File: src/can_bt_pkg.sv
package can_bt_pkg;

	// ==========================================================
	// register map (byte addresses, one aligned word each)
	// ==========================================================
	localparam logic [11:0] OFF_CFG_1 = 12'h000; // prescale and jump width
	localparam logic [11:0] OFF_CFG_2 = 12'h004; // segments and sampling
	localparam logic [11:0] OFF_CFG_3 = 12'h008; // phase 2 length
	localparam logic [11:0] OFF_MODE = 12'h00C; // bit 0: configuration mode
	localparam logic [11:0] OFF_STATUS = 12'h010; // sticky errors, write one to clear

	// ==========================================================
	// field positions
	// ==========================================================
	localparam int BRP_LSB = 0; // baud_prescale_value [5:0]
	localparam int SJW_LSB = 6; // sync_jump_width [7:6]
	localparam int PROP_LSB = 0; // prop_seg_length [2:0]
	localparam int PH1_LSB = 3; // phase1_length [5:3]
	localparam int SAM_BIT = 6; // triple_sample_select
	localparam int PH2SRC_BIT = 7; // phase2_source_select
	localparam int PH2_LSB = 0; // phase2_length [2:0]
	localparam int STAT_BITS = 6; // five errors and the last received bit

	// ==========================================================
	// reset values
	// ==========================================================
	localparam logic [7:0] CFG_1_RST = 8'h00;
	localparam logic [7:0] CFG_2_RST = 8'h00;
	localparam logic [7:0] CFG_3_RST = 8'h00;
	localparam logic MODE_RST = 1'b1; // start in configuration mode

	// ==========================================================
	// timing and protocol constants
	// ==========================================================
	localparam logic [3:0] IPT_TQ = 4'h2; // info_processing_time in quanta
	localparam logic [14:0] CRC_POLY = 15'h4599; // crc-15 generator
	localparam logic [2:0] STUFF_RUN = 3'h5; // identical bits before a stuff bit

	// bit time segments, one-hot
	typedef enum logic [3:0] {
		SEG_SYNC = 4'h1,
		SEG_PROP = 4'h2,
		SEG_PH1 = 4'h4,
		SEG_PH2 = 4'h8
	} seg_t;

	// frame field currently on the bus, told by the protocol engine
	typedef enum logic [8:0] {
		FLD_IDLE = 9'h001,
		FLD_ARB = 9'h002, // start of frame and arbitration field
		FLD_CTRL_DATA = 9'h004,
		FLD_CRC = 9'h008,
		FLD_CRC_DELIM = 9'h010,
		FLD_ACK_SLOT = 9'h020,
		FLD_ACK_DELIM = 9'h040,
		FLD_EOF = 9'h080,
		FLD_IFS = 9'h100
	} field_t;

	typedef struct packed {
		field_t field;
		logic tx_active; // this node is transmitting
		logic tx_bit; // level being sent, 1 = recessive
		logic bus_idle;
	} frame_ctx_t;

	typedef struct packed {
		logic crc;
		logic ack;
		logic form;
		logic bitm;
		logic stuff;
	} err_t;

endpackage

File: src/can_bit_timing_sync.sv
// Behaviour
// - triple-sample mode votes three samples, half-quantum apart
// - single-sample mode reads once at sample point
// - phase 2 never shorter than two quanta
// - idle falling edge restarts bit at sync
// - no resync after hard sync same bit
// - phase error measured in quanta from sync
// - small phase error acts like hard sync
// - large positive error lengthens phase 1 by jump
// - large negative error shortens phase 2 by jump
// - jump width one to four via two bits
// - only recessive-to-dominant edges synchronize
// - at most one synchronization per bit
// - edge used only if previous sample differs
// - no positive resync while sending dominant
// - timing registers writable only in configuration mode
// - phase 2 from field or max(phase1,2)
// - receiver checks crc, flags mismatch
// - transmitter flags missing acknowledge, retransmits
// - dominant in delimiters, eof, ifs is form error
// - transmitter flags readback mismatch, recessive sent in arbitration or ack slot excepted
// - six identical bits in stuff zone flag error
// - quantum from prescaler 1..64 then divide two
// - sync segment lasts exactly one quantum
// - propagation segment one to eight quanta
// - phase 1 one to eight quanta, ends at sample
//
// The APB interface to the registers and the address map were decided locally.
`timescale 1ns/1ps

module can_bit_timing_sync (
	input wire logic pclk,
	input wire logic presetn,
	input wire logic psel,
	input wire logic penable,
	input wire logic pwrite,
	input wire logic [11:0] paddr,
	input wire logic [31:0] pwdata,
	output logic [31:0] prdata,
	output logic pready,
	output logic pslverr,
	input wire logic can_receive_pin,
	input wire can_bt_pkg::frame_ctx_t ctx,
	output logic rx_bit,
	output logic rx_bit_valid,
	output logic bit_start,
	output can_bt_pkg::err_t err,
	output logic error_frame_req,
	output logic retransmit_req
);

	// ==========================================================
	// configuration and status registers
	// ==========================================================
	logic [7:0] cfg1_r, cfg1_nxt; // bit_timing_cfg_1
	logic [7:0] cfg2_r, cfg2_nxt; // bit_timing_cfg_2
	logic [7:0] cfg3_r, cfg3_nxt; // bit_timing_cfg_3
	logic mode_r, mode_nxt; // configuration mode
	logic [4:0] stat_r, stat_nxt; // sticky errors
	logic [31:0] prdata_r, prdata_nxt;
	logic pready_r, pready_nxt;
	logic pslverr_r, pslverr_nxt;
	logic wr_go; // write commits at this edge
	logic [4:0] err_set; // error pulses from the checker
	logic [4:0] clr_mask;
	logic rx_bit_r; // value taken at the last sample point

	assign wr_go = psel & penable & pwrite & pready_r;

	// answer is prepared in setup and shown during the single access cycle
	always_comb begin
		cfg1_nxt = cfg1_r;
		cfg2_nxt = cfg2_r;
		cfg3_nxt = cfg3_r;
		mode_nxt = mode_r;
		clr_mask = 5'h00;
		pready_nxt = psel & ~penable;
		pslverr_nxt = 1'b0;
		prdata_nxt = 32'h00000000;
		if (psel & ~penable) begin
			// decode in setup so the access cycle needs no wait state
			unique case (paddr)
				can_bt_pkg::OFF_CFG_1: prdata_nxt = {24'h000000, cfg1_r};
				can_bt_pkg::OFF_CFG_2: prdata_nxt = {24'h000000, cfg2_r};
				can_bt_pkg::OFF_CFG_3: prdata_nxt = {24'h000000, cfg3_r};
				can_bt_pkg::OFF_MODE: prdata_nxt = {31'h00000000, mode_r};
				can_bt_pkg::OFF_STATUS: prdata_nxt = {26'h0000000, rx_bit_r, stat_r};
				default: pslverr_nxt = 1'b1; // unmapped address
			endcase
		end
		if (wr_go) begin
			// timing words are frozen outside configuration mode
			if (mode_r && paddr == can_bt_pkg::OFF_CFG_1) cfg1_nxt = pwdata[7:0];
			if (mode_r && paddr == can_bt_pkg::OFF_CFG_2) cfg2_nxt = pwdata[7:0];
			if (mode_r && paddr == can_bt_pkg::OFF_CFG_3) cfg3_nxt = pwdata[7:0];
			if (paddr == can_bt_pkg::OFF_MODE) mode_nxt = pwdata[0];
			if (paddr == can_bt_pkg::OFF_STATUS) clr_mask = pwdata[4:0];
		end
		// a new error wins over a clear in the same cycle
		stat_nxt = (stat_r & ~clr_mask) | err_set;
	end

	// register file flops
	always_ff @(posedge pclk or negedge presetn) begin
		if (!presetn) begin
			cfg1_r <= can_bt_pkg::CFG_1_RST;
			cfg2_r <= can_bt_pkg::CFG_2_RST;
			cfg3_r <= can_bt_pkg::CFG_3_RST;
			mode_r <= can_bt_pkg::MODE_RST;
			stat_r <= 5'h00;
			prdata_r <= 32'h00000000;
			pready_r <= 1'b0;
			pslverr_r <= 1'b0;
		end else begin
			cfg1_r <= cfg1_nxt;
			cfg2_r <= cfg2_nxt;
			cfg3_r <= cfg3_nxt;
			mode_r <= mode_nxt;
			stat_r <= stat_nxt;
			prdata_r <= prdata_nxt;
			pready_r <= pready_nxt;
			pslverr_r <= pslverr_nxt;
		end
	end

	assign prdata = prdata_r;
	assign pready = pready_r;
	assign pslverr = pslverr_r;

	// ==========================================================
	// decoded timing fields
	// ==========================================================
	logic [5:0] baud_prescale_value; // baud_prescale_value
	logic [3:0] sjw_len; // sync_jump_width in quanta, 1..4
	logic [3:0] prop_len; // prop_seg_length in quanta, 1..8
	logic [3:0] ph1_len; // phase1_length in quanta, 1..8
	logic [3:0] ph2_base;
	logic [3:0] ph2_prog;
	logic triple_sample_select; // triple_sample_select
	logic [2:0] ext_r, ext_nxt; // phase 1 lengthening this bit
	logic [2:0] shr_r, shr_nxt; // phase 2 shortening this bit
	logic [3:0] ph1_eff;
	logic [3:0] ph2_eff;

	assign baud_prescale_value = cfg1_r[can_bt_pkg::BRP_LSB +: 6];
	assign sjw_len = {2'b00, cfg1_r[can_bt_pkg::SJW_LSB +: 2]} + 4'h1;
	assign prop_len = {1'b0, cfg2_r[can_bt_pkg::PROP_LSB +: 3]} + 4'h1;
	assign ph1_len = {1'b0, cfg2_r[can_bt_pkg::PH1_LSB +: 3]} + 4'h1;
	assign triple_sample_select = cfg2_r[can_bt_pkg::SAM_BIT];
	// field length or the greater of phase 1 and the processing time
	assign ph2_base = cfg2_r[can_bt_pkg::PH2SRC_BIT] ?
		({1'b0, cfg3_r[can_bt_pkg::PH2_LSB +: 3]} + 4'h1) :
		((ph1_len > can_bt_pkg::IPT_TQ) ? ph1_len : can_bt_pkg::IPT_TQ);
	assign ph2_prog = (ph2_base > can_bt_pkg::IPT_TQ) ? ph2_base : can_bt_pkg::IPT_TQ;
	assign ph1_eff = ph1_len + {1'b0, ext_r};
	// shortening stops at the processing time so the next bit is always computed
	assign ph2_eff = (ph2_prog >= can_bt_pkg::IPT_TQ + {1'b0, shr_r}) ?
		(ph2_prog - {1'b0, shr_r}) : can_bt_pkg::IPT_TQ;

	// ==========================================================
	// receive pin synchroniser and edge detect
	// ==========================================================
	logic rx_meta_r, rx_sync_r, rx_old_r;
	logic fall_edge;

	always_ff @(posedge pclk or negedge presetn) begin
		if (!presetn) begin
			rx_meta_r <= 1'b1;
			rx_sync_r <= 1'b1;
			rx_old_r <= 1'b1;
		end else begin
			rx_meta_r <= can_receive_pin;
			rx_sync_r <= rx_meta_r;
			rx_old_r <= rx_sync_r;
		end
	end

	// rising edges never steer timing
	assign fall_edge = rx_old_r & ~rx_sync_r;

	// ==========================================================
	// quantum prescaler: 1..64 then a fixed divide by two
	// ==========================================================
	logic [5:0] presc_r, presc_nxt;
	logic half_r, half_nxt; // second half of the quantum
	logic half_tick, tq_tick;
	logic restart; // bit time restart from a synchronization

	assign half_tick = (presc_r == baud_prescale_value);
	assign tq_tick = half_tick & half_r;

	// a restart aligns the quantum grid with the edge
	always_comb begin
		presc_nxt = half_tick ? 6'h00 : presc_r + 6'h01;
		half_nxt = half_tick ? ~half_r : half_r;
		if (restart) begin
			presc_nxt = 6'h00;
			half_nxt = 1'b0;
		end
	end

	always_ff @(posedge pclk or negedge presetn) begin
		if (!presetn) begin
			presc_r <= 6'h00;
			half_r <= 1'b0;
		end else begin
			presc_r <= presc_nxt;
			half_r <= half_nxt;
		end
	end

	// ==========================================================
	// bit segment sequencer and synchronization
	// ==========================================================
	can_bt_pkg::seg_t seg_r, seg_nxt;
	logic [3:0] cnt_r, cnt_nxt; // quanta elapsed in the segment
	logic sync_done_r, sync_done_nxt; // a synchronization already happened this bit
	logic [4:0] e_mag; // phase error magnitude in quanta
	logic e_pos, e_neg;
	logic edge_ok, hard_sync, resync_ok, small_err;
	logic sample_pt, wrap;

	// phase error relative to the sync segment
	always_comb begin
		e_mag = 5'h00;
		e_pos = 1'b0;
		e_neg = 1'b0;
		unique case (seg_r)
			can_bt_pkg::SEG_SYNC: e_mag = 5'h00;
			can_bt_pkg::SEG_PROP: begin
				e_mag = {1'b0, cnt_r} + 5'h01;
				e_pos = 1'b1;
			end
			can_bt_pkg::SEG_PH1: begin
				e_mag = {1'b0, prop_len} + {1'b0, cnt_r} + 5'h01;
				e_pos = 1'b1;
			end
			can_bt_pkg::SEG_PH2: begin
				e_mag = {1'b0, ph2_eff} - {1'b0, cnt_r};
				e_neg = 1'b1;
			end
		endcase
	end

	// an edge counts only once per bit and only after a recessive sample
	assign edge_ok = fall_edge & ~sync_done_r & rx_bit_r;
	assign hard_sync = edge_ok & ctx.bus_idle;
	// a dominant sender ignores edges with positive phase error, they are its own echo
	assign resync_ok = edge_ok & ~ctx.bus_idle &
		~(e_pos & ctx.tx_active & ~ctx.tx_bit);
	assign small_err = (e_mag <= {1'b0, sjw_len});
	assign restart = hard_sync | (resync_ok & small_err & (e_pos | e_neg));
	assign sample_pt = tq_tick & ~restart & (seg_r == can_bt_pkg::SEG_PH1) &
		(cnt_r >= ph1_eff - 4'h1);
	assign wrap = tq_tick & ~restart & (seg_r == can_bt_pkg::SEG_PH2) &
		(cnt_r >= ph2_eff - 4'h1);

	// segment stepping, one quantum per tick
	always_comb begin
		seg_nxt = seg_r;
		cnt_nxt = cnt_r;
		ext_nxt = ext_r;
		shr_nxt = shr_r;
		sync_done_nxt = sync_done_r;
		if (restart) begin
			// edge now lies in a fresh sync segment
			seg_nxt = can_bt_pkg::SEG_SYNC;
			cnt_nxt = 4'h0;
			ext_nxt = 3'h0;
			shr_nxt = 3'h0;
			sync_done_nxt = 1'b1;
		end else begin
			if (resync_ok & ~small_err & e_pos) begin
				ext_nxt = sjw_len[2:0];
				sync_done_nxt = 1'b1;
			end
			if (resync_ok & ~small_err & e_neg) begin
				shr_nxt = sjw_len[2:0];
				sync_done_nxt = 1'b1;
			end
			if (resync_ok & ~(e_pos | e_neg)) begin
				sync_done_nxt = 1'b1; // edge inside sync needs no correction
			end
			if (tq_tick) begin
				unique case (seg_r)
					can_bt_pkg::SEG_SYNC: begin
						seg_nxt = can_bt_pkg::SEG_PROP;
						cnt_nxt = 4'h0;
					end
					can_bt_pkg::SEG_PROP: begin
						if (cnt_r >= prop_len - 4'h1) begin
							seg_nxt = can_bt_pkg::SEG_PH1;
							cnt_nxt = 4'h0;
						end else begin
							cnt_nxt = cnt_r + 4'h1;
						end
					end
					can_bt_pkg::SEG_PH1: begin
						if (sample_pt) begin
							seg_nxt = can_bt_pkg::SEG_PH2;
							cnt_nxt = 4'h0;
						end else begin
							cnt_nxt = cnt_r + 4'h1;
						end
					end
					can_bt_pkg::SEG_PH2: begin
						if (wrap) begin
							// new bit: corrections and the sync guard expire
							seg_nxt = can_bt_pkg::SEG_SYNC;
							cnt_nxt = 4'h0;
							ext_nxt = 3'h0;
							shr_nxt = 3'h0;
							sync_done_nxt = 1'b0;
						end else begin
							cnt_nxt = cnt_r + 4'h1;
						end
					end
				endcase
			end
		end
	end

	always_ff @(posedge pclk or negedge presetn) begin
		if (!presetn) begin
			seg_r <= can_bt_pkg::SEG_SYNC;
			cnt_r <= 4'h0;
			ext_r <= 3'h0;
			shr_r <= 3'h0;
			sync_done_r <= 1'b0;
		end else begin
			seg_r <= seg_nxt;
			cnt_r <= cnt_nxt;
			ext_r <= ext_nxt;
			shr_r <= shr_nxt;
			sync_done_r <= sync_done_nxt;
		end
	end

	// ==========================================================
	// sampling: single or majority of three
	// ==========================================================
	logic [1:0] hs_r, hs_nxt; // bus at the last two half-quantum ticks
	logic bit_now, rx_valid_r, bit_start_r;

	// hs_r[0] is half a quantum before the sample point, hs_r[1] a full one
	assign bit_now = triple_sample_select ?
		((rx_sync_r & hs_r[0]) | (rx_sync_r & hs_r[1]) | (hs_r[0] & hs_r[1])) :
		rx_sync_r;

	always_comb begin
		hs_nxt = half_tick ? {hs_r[0], rx_sync_r} : hs_r;
	end

	always_ff @(posedge pclk or negedge presetn) begin
		if (!presetn) begin
			hs_r <= 2'b11;
			rx_bit_r <= 1'b1;
			rx_valid_r <= 1'b0;
			bit_start_r <= 1'b0;
		end else begin
			hs_r <= hs_nxt;
			rx_bit_r <= sample_pt ? bit_now : rx_bit_r;
			rx_valid_r <= sample_pt;
			bit_start_r <= wrap | restart;
		end
	end

	assign rx_bit = rx_bit_r;
	assign rx_bit_valid = rx_valid_r;
	assign bit_start = bit_start_r;

	// ==========================================================
	// frame error checks at each sample point
	// ==========================================================
	logic [2:0] run_r, run_nxt; // identical bits seen in the stuff zone
	logic last_r, last_nxt; // previous bit in the stuff zone
	logic [14:0] crc_r, crc_nxt;
	logic crc_bad_r, crc_bad_nxt;
	logic in_stuff_zone, in_crc_span, is_stuff;
	can_bt_pkg::err_t err_r, err_nxt;
	logic efr_r, retx_r;

	assign in_crc_span = (ctx.field == can_bt_pkg::FLD_ARB) |
		(ctx.field == can_bt_pkg::FLD_CTRL_DATA);
	assign in_stuff_zone = in_crc_span | (ctx.field == can_bt_pkg::FLD_CRC);
	assign is_stuff = in_stuff_zone & (run_r == can_bt_pkg::STUFF_RUN);

	// destuffing, crc and the error conditions
	always_comb begin
		run_nxt = run_r;
		last_nxt = last_r;
		crc_nxt = crc_r;
		crc_bad_nxt = crc_bad_r;
		err_nxt = '0;
		if (sample_pt) begin
			if (ctx.field == can_bt_pkg::FLD_IDLE) begin
				run_nxt = 3'h0;
				crc_nxt = 15'h0000;
				crc_bad_nxt = 1'b0;
			end else if (in_stuff_zone) begin
				last_nxt = bit_now;
				if (is_stuff) begin
					err_nxt.stuff = (bit_now == last_r);
					run_nxt = 3'h1;
				end else begin
					run_nxt = (bit_now == last_r) ? run_r + 3'h1 : 3'h1;
					if (in_crc_span) begin
						crc_nxt = {crc_r[13:0], 1'b0} ^
							((bit_now ^ crc_r[14]) ? can_bt_pkg::CRC_POLY : 15'h0000);
					end else begin
						crc_bad_nxt = crc_bad_r | (bit_now != crc_r[14]);
						crc_nxt = {crc_r[13:0], 1'b0};
					end
				end
			end else begin
				run_nxt = 3'h0;
			end
			err_nxt.crc = (ctx.field == can_bt_pkg::FLD_CRC_DELIM) & ~ctx.tx_active &
				crc_bad_r;
			err_nxt.ack = (ctx.field == can_bt_pkg::FLD_ACK_SLOT) & ctx.tx_active &
				bit_now;
			err_nxt.form = ~bit_now & ((ctx.field == can_bt_pkg::FLD_CRC_DELIM) |
				(ctx.field == can_bt_pkg::FLD_ACK_DELIM) | (ctx.field == can_bt_pkg::FLD_EOF) |
				(ctx.field == can_bt_pkg::FLD_IFS));
			// a recessive bit overwritten in arbitration or ack is normal
			err_nxt.bitm = ctx.tx_active & (ctx.field != can_bt_pkg::FLD_IDLE) &
				(bit_now != ctx.tx_bit) & ~(ctx.tx_bit & ((ctx.field == can_bt_pkg::FLD_ARB) |
				(ctx.field == can_bt_pkg::FLD_ACK_SLOT)));
		end
	end

	always_ff @(posedge pclk or negedge presetn) begin
		if (!presetn) begin
			run_r <= 3'h0;
			last_r <= 1'b1;
			crc_r <= 15'h0000;
			crc_bad_r <= 1'b0;
			err_r <= '0;
			efr_r <= 1'b0;
			retx_r <= 1'b0;
		end else begin
			run_r <= run_nxt;
			last_r <= last_nxt;
			crc_r <= crc_nxt;
			crc_bad_r <= crc_bad_nxt;
			err_r <= err_nxt;
			efr_r <= |err_nxt;
			retx_r <= ctx.tx_active & (|err_nxt);
		end
	end

	assign err_set = err_nxt;
	assign err = err_r;
	assign error_frame_req = efr_r;
	assign retransmit_req = retx_r;
endmodule // can_bit_timing_sync

File: config.mk
export PLATFORM = sky130hd
export DESIGN_NAME = can_bit_timing_sync
export DESIGN_NICKNAME = d
export VERILOG_FILES = /design/src/can_bt_pkg.sv /design/src/can_bit_timing_sync.sv
export SDC_FILE = /design/constraint.sdc
export NUM_CORES = 1
export LEC_CHECK = 0
export ABC_AREA = 1
export BUFFER_PORTS_ARGS = -buffer_cell sky130_fd_sc_hd__buf_4
export CORE_MARGIN = 4
export CORE_UTILIZATION = 52
export CTS_CLUSTER_SIZE = 14
export DETAILED_ROUTE_END_ITERATION = 8
export PLACE_DENSITY = 0.85
export SYNTH_ARGS = -nofsm -noshare
export SYNTH_HDL_FRONTEND = slang
export SYNTH_SLANG_ARGS = --single-unit
export TNS_END_PERCENT = 20
File: constraint.sdc
create_clock -name pclk -period 5.05 [get_ports pclk]
set_input_delay 0 -clock pclk [delete_from_list [all_inputs] [get_ports pclk]]
set_output_delay 0 -clock pclk [all_outputs]
set_load 0.01 [all_outputs]
==> summary.txt <==
status - completed
predominant post-synthesis flop cell - dfrtp_1
largest net degree at the start of global routing - 90
area share of the largest cell type after synthesis - 35.9%
vias in the first global route - 5,236
n_diodes - 0
crit-path most repeated cell - nor2_2
Netlist cell types - 50
pwr dens - 206 nW/um2
max_cap viols - 0
vias post-DR - 5,544
Residual DRC - 0
Tcrit/Tclk final - 97.7%
layout cell share with drive strength beyond 1 - 24.1%
cell taking the most area after synthesis - dfrtp_1
vias per cell - 5.34
Worst Path Max Fanout - 8
routed len/inst - 14.8 um
crit path buf inv count - 5
I/O pin count - 106
VDD IR max - 0.234 mV
top cells by area, synth - dfrtp_1, nand2_1, ha_1, inv_1, nor2_1
final max-slew violation count - 0
grt total ovfl - 0
RSZ-0062 raised after global routing - yes
met3 WL - 968 um
gr usage total - 22.6%
CTS Root Cell - clkbuf_16
Routed met2 length - 7460 um
Synth Instances - 773
Hold Slack - 18.8 ps
first-pass GRT wire length - 24,500 um
leading cell types in the layout, fill and taps excluded - nand2_1, inv_1, buf_4
worst slew pin tran - 1100 ps
final clock skew - 8.11 ps
crit-path leading delay family - adder cells
CP max stage delay - 400 ps
Worst setup SP type - flip-flop
CTS tree - done
H-tree levels - 3
Hold WC Path Type - in -> reg
Placed Cells incl. Taps - 1,004
P&R area growth vs syn - 23.6%
critical path class - reg -> reg
Critical Path RT - 5310 ps
core area - 11,500 um2
min Tclk post-route - 4930 ps
max frequency - 0.203 GHz
Buffers on Ports - 57
initial core utilization - 53.6%
Clock Latency Late Sink - 350 ps
YS warnings - 0
synthesized area per cell - 7.94 um2
CP max-delay cell - dfrtp_1
post-route insts no fill - 1,038
total power - 1.56 mW
utilization after layout - 66.2%
Routed Wire Length - 15,300 um
Fin. Hold Viols - 0
# rows - 39
Leak - 4.00 nW
Longest Clk Path Bufs - 2
Clock Sinks - 97
CTS clock-pin slew for the worst setup and hold paths - 60 ps
Detailed Place HPWL - 10,900 um
CTS Buf Count - 9
slew margin rel. - 26.6%
Yosys reg bits - 97
Initial DRC Count - 506
commonest non-fill, non-tap cell in the layout - nand2_1
Routed Antenna Nets - 0
Max Used Layer - met4
sequential share of the synthesized area - 39.7%
First-pass DRT Iterations - 6
fin nets - 997
die width - 117 um
Die Span Y - 117 um
antenna violations before repair - 0
die area - 13,600 um2
Crit. End Element - flip-flop
Post-synth EDFFs - 0
length of routed wiring on met1 - 6510 um
Synth Cell Area - 6140 um2
routability cong. - 0.885
Final setup viols - 0
Critical Path AT - 5190 ps
ys async rst share - 100%
-- path summary, 6_finish.rpt --
| kind | from | endpoint | slack (ps) | depth (start not counted) |
|---|---|---|---|---|
| setup / recovery | cfg2_r[3] | ext_r[1] | 120 | 29 |
| hold / removal | pwdata[5] | cfg1_r[5] | 20 | 3 |
| setup reg to reg | cfg2_r[3] | ext_r[1] | 120 | 29 |
| hold reg to reg | rx_meta_r | rx_sync_r | 360 | 0 |
| max in group asynchronous | presetn | bit_start | 3850 | 3 |
| min in group asynchronous | presetn | mode_r | 120 | 2 |
-- metrics by stage --
stage               area (um2)  worst slack, ps  setup TNS [ps]
global placement          6940            -48.0            -518
finish                    7590              115               0
detailed placement        6940             -201           -6870
CTS                       7440             17.2               0
global route              7590             -232           -6340
floorplan                 6230             24.1               0
-- cell families after synthesis --
| kind of cell | Yosys count | share of synthesized area [%] |
|---|---|---|
| simple gates | 332 | 24.8 |
| mux | 2 | 0.326 |
| xor+xnor | 16 | 2.28 |
| buf+inv | 166 | 11.9 |
| fa+ha+maj | 45 | 9.78 |
| compound gates | 114 | 11.1 |
| flops | 97 | 39.7 |
| other cells | 1 | 0.0611 |
-- worst min-delay path, cell delays in order --
cell	delay, ps
buf_4	80
inv_1	80
o21ai_0	170
-- cell type report --
| type | count | area [um2] |
|---|---|---|
| sequential | 97 | 2440 |
| timing repair buffer | 115 | 928 |
| clock inverter | 5 | 62.6 |
| inverter | 134 | 508 |
| fill | 861 | 3870 |
| clock buffer | 11 | 243 |
| tap | 143 | 179 |
| multi-input combinational | 533 | 3230 |
-- where the power goes --
part | leakage [nW] | switching, mW | internal [mW]
registers | 1.21 | 0.000992 | 0.780
clock network | 0.148 | 0.300 | 0.402
logic | 2.64 | 0.0493 | 0.0301
-- state kept, by name, indices dropped and copies added, names as in the netlist, 2 cells and up --
signal and flops:
prdata 8, cnt_r 4, cfg2_r 8, stat_r 5, shr_r 3, presc_r 6
cfg3_r 8, ext_r 3, hs_r 2, run_r 3, crc_r 15, seg_r 4
cfg1_r 8, err 5
-- Yosys cell counts, drive strengths merged (9+ instances only) --
library cell	n
a21oi	35
buf	27
dfrtp	88
dfstp	9
ha	40
inv	133
nand2	154
nand3	40
nand4	15
nor2	95
nor3	10
o21ai	39
o22ai	13
or2	9
xor2	11
-- layer usage --
metal | vias to the layer above | track usage, %
met4 | 0 | 8.26
met3 | 44 | 3.99
li1 | 2676 | -
met5 | - | 0
met2 | 215 | 37.0
met1 | 2609 | 30.3
-- timing repair --
| item | in CTS | in global routing |
|---|---|---|
| gates resized for setup | 19 | 40 |
| buffers inserted | 4 | 4 |
| hold endpoints to repair | 18 | 0 |
| endpoints found under the setup margin | 51 | 56 |
| pin swaps | 18 | 22 |
| hold buffers | 10 | 0 |
Power figures use the tool's default switching activity.
